## src/verilog/slsf_defs.svh

```systemverilog
// Register indices, field positions and reset values of the lane status flags.
// Assumes the includer wants plain `define constants; no logic lives here.
`ifndef SLSF_DEFS_SVH
`define SLSF_DEFS_SVH

// Printed offsets are register indices; the APB byte address is four times the index.
`define SLSF_PAGE_IDX      16'h0300
`define SLSF_DESKEW_IDX    16'h046c
`define SLSF_DISP_IDX      16'h046d
`define SLSF_THRESH_IDX    16'h04f0
`define SLSF_PAGE_ADDR     (`SLSF_PAGE_IDX << 2)
`define SLSF_DESKEW_ADDR   (`SLSF_DESKEW_IDX << 2)
`define SLSF_DISP_ADDR     (`SLSF_DISP_IDX << 2)
`define SLSF_THRESH_ADDR   (`SLSF_THRESH_IDX << 2)

// Field positions and reset values.
`define SLSF_PAGE_LSB      0
`define SLSF_THRESH_LSB    0
`define SLSF_PAGE_RST      8'h00
`define SLSF_THRESH_RST    8'h00
`define SLSF_FLAGS_RST     8'h00

`endif

```

## src/verilog/slsf_pkg.sv

```systemverilog
// Types shared by the lane status flag block.
// Assumes the constants header is included by the files that need numbers.
package slsf_pkg;

    typedef logic [31:0] slsf_word_t;
    typedef logic [15:0] slsf_addr_t;

    typedef enum logic [2:0] {
        SLSF_REG_NONE   = 3'b000,
        SLSF_REG_PAGE   = 3'b001,
        SLSF_REG_DESKEW = 3'b010,
        SLSF_REG_DISP   = 3'b011,
        SLSF_REG_THRESH = 3'b100
    } slsf_reg_t;

endpackage : slsf_pkg

```

## src/verilog/slsf_top.sv

```systemverilog
// APB slave exposing paged per-lane deskew and disparity status flags.
// Assumes zero-wait APB master on pclk and lane inputs synchronous to pclk.
//
// Implementation choice: the APB register port.
`timescale 1ns/1ps
`include "slsf_defs.svh"

module slsf_top #(
    parameter int NUM_LINKS = 2,
    parameter int NUM_LANES = 8,
    parameter int CNT_W     = 8,
    parameter int PAGE_W    = 1
) (
    input  wire logic                                 pclk,
    input  wire logic                                 presetn,
    input  wire logic                                 psel,
    input  wire logic                                 penable,
    input  wire logic                                 pwrite,
    input  wire slsf_pkg::slsf_addr_t                 paddr,
    input  wire slsf_pkg::slsf_word_t                 pwdata,
    output slsf_pkg::slsf_word_t                      prdata,
    output logic                                      pready,
    output logic                                      pslverr,
    input  wire logic [NUM_LINKS*NUM_LANES-1:0]       lane_deskew_ok,
    input  wire logic [NUM_LINKS*NUM_LANES*CNT_W-1:0] lane_err_count
);
    import slsf_pkg::*;

    ////////////////////////////////////////////////////////////////////////////
    // Per-link flag logic.

    logic [NUM_LINKS*NUM_LANES-1:0] align_all;
    logic [NUM_LINKS*NUM_LANES-1:0] disp_all;
    logic [CNT_W-1:0]               thresh_q;
    logic [PAGE_W-1:0]              page_q;

    genvar l;
    generate
        for (l = 0; l < NUM_LINKS; l++) begin : g_link
            slsf_lane_flags #(
                .NUM_LANES (NUM_LANES),
                .CNT_W     (CNT_W)
            ) u_flags (
                .pclk             (pclk),
                .presetn          (presetn),
                .deskew_ok        (lane_deskew_ok[l*NUM_LANES +: NUM_LANES]),
                .err_count        (lane_err_count[l*NUM_LANES*CNT_W +: NUM_LANES*CNT_W]),
                .error_threshold  (thresh_q),
                .align_ok_q       (align_all[l*NUM_LANES +: NUM_LANES]),
                .disparity_flag_q (disp_all[l*NUM_LANES +: NUM_LANES])
            );
        end
    endgenerate

    ////////////////////////////////////////////////////////////////////////////
    // Page selection; a page with no link behind it reads as zero.

    logic [NUM_LANES-1:0] align_sel;
    logic [NUM_LANES-1:0] disp_sel;

    always_comb begin
        align_sel = '0;
        disp_sel  = '0;
        if (int'(page_q) < NUM_LINKS) begin
            align_sel = align_all[int'(page_q)*NUM_LANES +: NUM_LANES];
            disp_sel  = disp_all[int'(page_q)*NUM_LANES +: NUM_LANES];
        end
    end

    ////////////////////////////////////////////////////////////////////////////
    // APB decode.

    slsf_reg_t reg_sel;
    logic      setup;
    logic      access;

    // Every access completes in one cycle; the status path never stalls the bus.
    assign setup  = psel && !penable;
    assign access = psel && penable;
    assign pready = 1'b1;

    always_comb begin
        unique case (paddr)
            `SLSF_PAGE_ADDR:   reg_sel = SLSF_REG_PAGE;
            `SLSF_DESKEW_ADDR: reg_sel = SLSF_REG_DESKEW;
            `SLSF_DISP_ADDR:   reg_sel = SLSF_REG_DISP;
            `SLSF_THRESH_ADDR: reg_sel = SLSF_REG_THRESH;
            default:           reg_sel = SLSF_REG_NONE;
        endcase
    end

    ////////////////////////////////////////////////////////////////////////////
    // Writable control registers. Status addresses have no write path.

    always_ff @(posedge pclk or negedge presetn) begin
        if (!presetn) begin
            page_q <= PAGE_W'(`SLSF_PAGE_RST);
        end else if (access && pwrite && reg_sel == SLSF_REG_PAGE) begin
            page_q <= pwdata[`SLSF_PAGE_LSB +: PAGE_W];
        end
    end

    always_ff @(posedge pclk or negedge presetn) begin
        if (!presetn) begin
            thresh_q <= CNT_W'(`SLSF_THRESH_RST);
        end else if (access && pwrite && reg_sel == SLSF_REG_THRESH) begin
            thresh_q <= pwdata[`SLSF_THRESH_LSB +: CNT_W];
        end
    end

    ////////////////////////////////////////////////////////////////////////////
    // Read data and error are captured in the setup cycle so they are steady
    // from flip-flops for the whole access phase.

    slsf_word_t prdata_q;
    logic       pslverr_q;

    always_ff @(posedge pclk or negedge presetn) begin
        if (!presetn) begin
            prdata_q  <= '0;
            pslverr_q <= 1'b0;
        end else if (setup) begin
            prdata_q  <= '0;
            pslverr_q <= (reg_sel == SLSF_REG_NONE);
            if (!pwrite) begin
                unique case (reg_sel)
                    SLSF_REG_PAGE:   prdata_q[`SLSF_PAGE_LSB +: PAGE_W] <= page_q;
                    SLSF_REG_DESKEW: prdata_q[NUM_LANES-1:0] <= align_sel;
                    SLSF_REG_DISP:   prdata_q[NUM_LANES-1:0] <= disp_sel;
                    SLSF_REG_THRESH: prdata_q[`SLSF_THRESH_LSB +: CNT_W] <= thresh_q;
                    SLSF_REG_NONE:   prdata_q <= '0;
                endcase
            end
        end
    end

    assign prdata  = prdata_q;
    assign pslverr = pslverr_q && access;

    ////////////////////////////////////////////////////////////////////////////
    // Per-lane checks of every link, so that a lane swap in the flag module shows.

    genvar c;
    generate
        for (c = 0; c < NUM_LINKS*NUM_LANES; c++) begin : g_lane_chk

        end
    endgenerate
endmodule : slsf_top

```

## src/verilog/slsf_lane_flags.sv

```systemverilog
// Per-lane status flags of one link: alignment result and disparity threshold flag.
// Assumes counts and deskew results arrive synchronous to pclk.
`timescale 1ns/1ps
`include "slsf_defs.svh"

module slsf_lane_flags #(
    parameter int NUM_LANES = 8,
    parameter int CNT_W     = 8
) (
    input  wire logic                       pclk,
    input  wire logic                       presetn,
    input  wire logic [NUM_LANES-1:0]       deskew_ok,
    input  wire logic [NUM_LANES*CNT_W-1:0] err_count,
    input  wire logic [CNT_W-1:0]           error_threshold,
    output logic      [NUM_LANES-1:0]       align_ok_q,
    output logic      [NUM_LANES-1:0]       disparity_flag_q
);
    import slsf_pkg::*;

    genvar i;
    generate
        for (i = 0; i < NUM_LANES; i++) begin : g_lane
            always_ff @(posedge pclk or negedge presetn) begin
                if (!presetn) begin
                    align_ok_q[i]       <= 1'b0;
                    disparity_flag_q[i] <= 1'b0;
                end else begin
                    align_ok_q[i]       <= deskew_ok[i];
                    disparity_flag_q[i] <= (err_count[i*CNT_W +: CNT_W] >= error_threshold);
                end
            end
        end
    endgenerate

endmodule : slsf_lane_flags

```

## config.mk

```make
export PLATFORM = sky130hd
export DESIGN_NAME = slsf_top
export DESIGN_NICKNAME = d
export VERILOG_FILES = /design/src/verilog/slsf_pkg.sv /design/src/verilog/slsf_top.sv /design/src/verilog/slsf_lane_flags.sv
export VERILOG_INCLUDE_DIRS = /design/src /design/src/verilog
export SDC_FILE = /design/constraint.sdc
export NUM_CORES = 1
export LEC_CHECK = 0
export BUFFER_PORTS_ARGS = -buffer_cell sky130_fd_sc_hd__buf_2
export CAP_MARGIN = 20
export CORE_ASPECT_RATIO = 0.5
export CORE_MARGIN = 1
export CORE_UTILIZATION = 40
export CTS_BUF_LIST = sky130_fd_sc_hd__clkbuf_8
export DETAILED_ROUTE_END_ITERATION = 6
export PLACE_DENSITY = 0.77
export SETUP_SLACK_MARGIN = 0.2
export SYNTH_ARGS = -nofsm -noshare
export SYNTH_HDL_FRONTEND = slang
export SYNTH_HIERARCHICAL = 1
export SYNTH_SLANG_ARGS = --single-unit
export TNS_END_PERCENT = 1
```

## constraint.sdc

```tcl
create_clock -name pclk -period 2.59 [get_ports pclk]
set_clock_uncertainty 0.2 [all_clocks]
set_input_delay 0.1295 -clock pclk [delete_from_list [all_inputs] [get_ports pclk]]
set_output_delay 0.1295 -clock pclk [all_outputs]
set_load 0.005 [all_outputs]
```

==> results_dict.tcl, run 1 <==
set metrics [dict create \
    drt-initial-drc-count 132 \
    synth-edff-count 0 \
    required_ns 2.56 \
    cp_num_buf_inv 0 \
    fp.dieArea_sq_mm 0.0130 \
    rsz0062_at_grt "no" \
    final.min_clock_period_ns 2.16 \
    min_from "lane_err_count[47]" \
    cts_tree "yes" \
    hold_slack_ns 0.00140 \
    finalPower_mw 1.99 \
    critPathTopFamily "flip-flops" \
    synth_seq_cells 50 \
    cts_made_buffers 5 \
    ys_dominant_reg_cell "dfrtp_1" \
    finalCritPeriodShare 0.833 \
    max_freq_mhz 463 \
    cts_resized 0 \
    drive_gt1_frac 0.359 \
    p_leak_nw 3.31 \
    routed_wl_um 13400 \
    dp_slack_ns 0.420 \
    r2r-end "g_link[0].u_flags/disparity_flag_q[3]" \
    die_h_um 81.0 \
    antenna_found_initial 0 \
    dpl_cell_area_sq_mm 0.00601 \
    min_path_type "in -> reg" \
    worst-path-max-fanout 17 \
    reg2reg_from "thresh_q[0]" \
    drv_cap 0 \
    outcome "finished clean" \
    min_to "g_link[0].u_flags/disparity_flag_q[5]" \
    post-route-util 0.540 \
    crit_type "reg -> reg" \
    fin_tns_setup_ns 0 \
    post-route-cell-area_sq_mm 0.00646 \
    final_cell_mix "buf_2, ha_1, dfrtp_1" \
    grt_pass1_vias 4482 \
    viasPerCell 5.28 \
    drv_slew 0 \
    portBuffers 181 \
    vdd_drop_max_uv 217 \
    crit_path_top_delay_cell "dfrtp_1" \
    wire_per_inst_um 15.7 \
    grt_pass1_wl_um 20800 \
    synthesis.instances 473 \
    cts-root-buf "clkbuf_8" \
    synth_area_sq_mm 0.00499 \
    cp_num_cells 4 \
    path_clk_slew_ns 0.09 \
    cp-start-kind "register" \
    clockBufferDepth 2 \
    worst_slack_ns 0.432 \
    route.detailed.drc 0 \
    ys_types 40 \
    async_flop_share 1.00 \
    drt_pre_antenna_iters 4 \
    clk_latency_ns 0.30 \
    start_util 0.417 \
    layout_commonest_cell "buf_2" \
    grt_use_total 0.206 \
    cp_cell_sequence "ha_1 > nand2b_1 > a31oi_1 > o21ai_1" \
    yosysWarnings 6 \
    via_count 4505 \
    yosysSeqAreaShare 0.251 \
    ant_nets 0 \
    globalplace.congestion 0.868 \
    cts_setup_buffers 0 \
    num_antenna_cells 0 \
    cp-end-kind "register" \
    power.density_mw_per_mm2 308 \
    grt_max_degree 51 \
    dieWidth_um 160 \
    setup_viol 0 \
    cp_data_arrival_time_ns 2.13 \
    core_sq_mm 0.0120 \
    max_stage_delay_ns 0.83 \
    rr_worst_depth 4 \
    holdPathStages 4 \
    nNetsFinal 1012 \
    dp_cells 815 \
    ff2ff_setup_slack_ns 0.43 \
    hold_violations 0 \
    hold_buffers 29 \
    dp.final_hpwl_um 10800 \
    worst_pin_slew_ns 0.757 \
    clock-sinks 50 \
    ioPinCount 231 \
    syn_to_final_growth_pct 29.5 \
    final_cells 853 \
    slew_headroom 0.495 \
    syn-mean-instance-area_sq_um 10.6 \
    htree_levels 2 \
    num_rows 28 \
    grt-ovfl-total 0 \
]
==> metal layers <==
layer	GRT usage	up-vias	wire length, um
li1	-	2197	-
met1	0.239	2104	5600
met2	0.371	165	6560
met3	0.0475	39	810
met4	0.0905	0	412
met5	0	-	0
==> report_power, final <==
part / switching [mW] / internal [mW] / total, mW / leakage [nW]
Clock: 0.256 / 0.412 / 0.668 / 0.0714
Combinational: 0.225 / 0.273 / 0.499 / 2.63
Sequential: 0.0119 / 0.813 / 0.825 / 0.605
Total: 0.493 / 1.50 / 1.99 / 3.31
==> area by class of cell <==
type,instances,area (sq um)
sequential,50,1250
clock buffer,6,82.6
clock inverter,2,60.1
multi-input combinational,383,3490
timing repair buffer,216,1250
fill,1037,5520
inverter,31,116
tap,165,206
==> synthesized netlist by cell type, types with 2 or more instances <==
library cell	number	share of area
nor4_1	5	0.0063
nand3_1	17	0.017
or2_2	2	0.0025
inv_1	31	0.023
buf_4	25	0.038
nor3_1	2	0.0020
o21ai_1	16	0.016
and3_2	14	0.021
mux2i_1	7	0.014
o21a_1	8	0.012
clkbuf_1	6	0.0045
nor2_1	4	0.0030
a32oi_1	7	0.012
dfrtp_1	50	0.25
a221oi_2	16	0.048
and3_1	3	0.0038
a21o_1	48	0.072
mux2_2	16	0.036
ha_1	128	0.32
o21ai_0	7	0.0070
nand2b_1	17	0.021
o311ai_0	7	0.012
conb_1	2	0.0015
nand2_1	4	0.0030
a31oi_1	16	0.020
==> cells by family after synthesis <==
| kind of cell | count (synthesis) | synth area share |
|---|---|---|
| multiplexers | 24 | 0.0546 |
| buffers and inverters | 63 | 0.0664 |
| adder cells (fa/ha/maj) | 128 | 0.321 |
| other | 2 | 0.00150 |
| AND/OR/NAND/NOR | 78 | 0.101 |
| AO/OA/AOI/OAI | 128 | 0.205 |
| flip-flops | 50 | 0.251 |
==> worst max-delay path by stage <==
stage,slack [ns],end,startpoint
floorplan,0.66,prdata[5],page_q
global placement,0.45,g_link[0].u_flags/disparity_flag_q[4],thresh_q[0]
detailed placement,0.42,thresh_q[1],paddr[1]
CTS,0.42,g_link[0].u_flags/disparity_flag_q[4],thresh_q[0]
global route,0.27,g_link[1].u_flags/disparity_flag_q[4],thresh_q[0]
finish,0.43,g_link[0].u_flags/disparity_flag_q[3],thresh_q[0]
==> worst reg2reg max path, cell delays in order (launching register included) <==
cell	delay [ns]
dfrtp_1	0.83
ha_1	0.37
nand2b_1	0.14
a31oi_1	0.36
o21ai_1	0.13
==> state kept, by name (all words and copies together) (netlist names) <==
| register | flops |
|---|---|
| page_q | 1 |
| pslverr_q | 1 |
| g_link.u_flags/disparity_flag_q | 16 |
| g_link.u_flags/align_ok_q | 16 |
| thresh_q | 8 |
| prdata | 8 |
(Power assumes the default switching activity.)
==> run 2, diff against run 1 <==
PLACE_DENSITY = 0.8   (was 0.77)
clock period = 1.9 ns   (was 2.59 ns; I/O delays follow)
==> run 2 against run 1 <==
  * The flow now finishes with violations (hold timing)
  * Total power grew 37%
  * Core utilization up 5.7 points
  * Critical path depth is 2 higher
  * Hold slack lost 0.0021 ns
  * Critical path type unchanged
  * Largest power group unchanged
==> results_dict.tcl, run 2 (synthesis gave the netlist of run 1 again) <==
set metrics [dict create \
    outcome "complete, but fails checks" \
    violations "hold timing" \
    clockBufferDepth 2 \
    antenna_found_initial 0 \
    cts_made_buffers 5 \
    worst-path-max-fanout 8 \
    hold_slack_ns -0.000729 \
    post-route-cell-area_sq_mm 0.00715 \
    htree_levels 2 \
    drive_gt1_frac 0.430 \
    pwr-share-seq 0.412 \
    num_rows 28 \
    rr_worst_depth 6 \
    intPower_mw 1.97 \
    min_path_type "in -> reg" \
    wire_per_inst_um 18.0 \
    finalPower_mw 2.73 \
    grt_use_total 0.245 \
    dieWidth_um 160 \
    rsz0062_at_grt "yes" \
    routed_wl_um 16100 \
    cp-start-kind "register" \
    vdd_drop_max_uv 327 \
    power.share.combinational 0.286 \
    grt_pass1_vias 5087 \
    viasPerCell 5.46 \
    die_h_um 81.0 \
    dp.final_hpwl_um 11300 \
    via_count 4866 \
    clock-sinks 50 \
    portBuffers 181 \
    ioPinCount 231 \
    reg2reg_from "thresh_q[5]" \
    route.detailed.drc 0 \
    nNetsFinal 1050 \
    cp-end-kind "register" \
    required_ns 1.90 \
    ant_nets 0 \
    grt_max_degree 51 \
    net-switching-power_uw 760 \
    holdPathStages 4 \
    final.min_clock_period_ns 1.87 \
    hold_violations 1 \
    cts_tree "yes" \
    path_clk_slew_ns 0.10 \
    top_regs "g_link.u_flags/align_ok_q: 16 flops, g_link.u_flags/disparity_flag_q: 16 flops" \
    setup_viol 0 \
    cp_data_arrival_time_ns 1.87 \
    finalCritPeriodShare 0.985 \
    clk_latency_ns 0.32 \
    min_to "g_link[0].u_flags/disparity_flag_q[2]" \
    start_util 0.417 \
    drv_slew 0 \
    r2r-end "g_link[0].u_flags/disparity_flag_q[4]" \
    layout_commonest_cell "buf_2" \
    grt_pass1_wl_um 24800 \
    p_leak_nw 3.54 \
    p_sw_frac 0.278 \
    ff2ff_setup_slack_ns 0.03 \
    grt-ovfl-total 0 \
    syn_to_final_growth_pct 43.2 \
    num_antenna_cells 0 \
    fp.dieArea_sq_mm 0.0130 \
    dpl_cell_area_sq_mm 0.00629 \
    max_freq_mhz 534 \
    cts-root-buf "clkbuf_8" \
    crit_type "reg -> reg" \
    drt_pre_antenna_iters 4 \
    final_cell_mix "buf_2, ha_1, a21o_1" \
    fin_tns_setup_ns 0 \
    globalplace.congestion 0.870 \
    pwr-share-clk 0.301 \
    drt-initial-drc-count 233 \
    min_from "lane_err_count[19]" \
    drv_cap 0 \
    power.density_mw_per_mm2 382 \
    core_sq_mm 0.0120 \
]
run 2: changes by cell type in the layout (fill, tap and decap cells not counted), sizes merged:
cell	change
buf	+25
dlygate4sd3	+13
bufinv	-1
clkinvlp	+1
run 2: how the worst max path moves through the flow:
stage,startpoint,endpoint,slack (ns),cells after the start
after global placement,paddr[1],thresh_q[2],0.02,6
after floorplan,paddr[1],thresh_q[0],0.11,4
after detailed placement,paddr[1],thresh_q[1],-0.01,6
after CTS,thresh_q[6],g_link[1].u_flags/disparity_flag_q[2],0.11,6
after global routing,thresh_q[5],g_link[0].u_flags/disparity_flag_q[4],0.001,6
final,thresh_q[5],g_link[0].u_flags/disparity_flag_q[4],0.03,6
run 2: layer usage:
layer | part of all wire | track usage
met5 | 0 | 0
met4 | 0.049 | 0.149
met3 | 0.075 | 0.0511
met2 | 0.49 | 0.434
met1 | 0.39 | 0.280
run 2: power groups by stage:
stage	combinational [mW]	clock [mW]	sequential, mW
floorplan	0.368	0	1.14
global route	0.865	0.880	1.13
finish	0.782	0.822	1.13
global placement	0.600	0	1.14
detailed placement	0.635	0	1.14
CTS	0.749	0.811	1.12
run 2: layout make-up:
| type | count | area, sq um |
|---|---|---|
| timing repair buffer | 254 | 1690 |
| clock inverter | 2 | 38.8 |
| multi-input combinational | 383 | 3750 |
| inverter | 31 | 120 |
| sequential | 50 | 1260 |
| fill | 898 | 4830 |
| tap | 165 | 206 |
| clock buffer | 6 | 82.6 |
run 2: worst max-delay path, cell delays in order, from the launching register on:
cell and delay, ns:
dfrtp_1 0.41, inv_1 0.09, buf_12 0.15, ha_1 0.26, and3_2 0.22, a221oi_2 0.29, o21ai_2 0.13
run 2: per-stage QoR:
stage | util | instances | worst slack (ns) | hold WS, ns
2_1_floorplan | - | 496 | 0.110 | -0.401
3_3_place_gp | 0.525 | 835 | 0.0205 | -0.102
3_5_place_dp | 0.525 | 835 | -0.0124 | -0.0967
4_1_cts | 0.595 | 890 | 0.111 | 0.00883
5_1_grt | 0.597 | 891 | 0.00110 | 0.00604
6_report | 0.597 | 891 | 0.0279 | -0.000729
run 2: timing repair:
item                                   CTS  global route
pin swaps                               17             4
endpoints found under the hold margin   91             0
buffers inserted                         5             1
gates cloned                             0             0
resized for setup                       41             8
setup endpoints to repair               24            23
hold buffers                            42             0
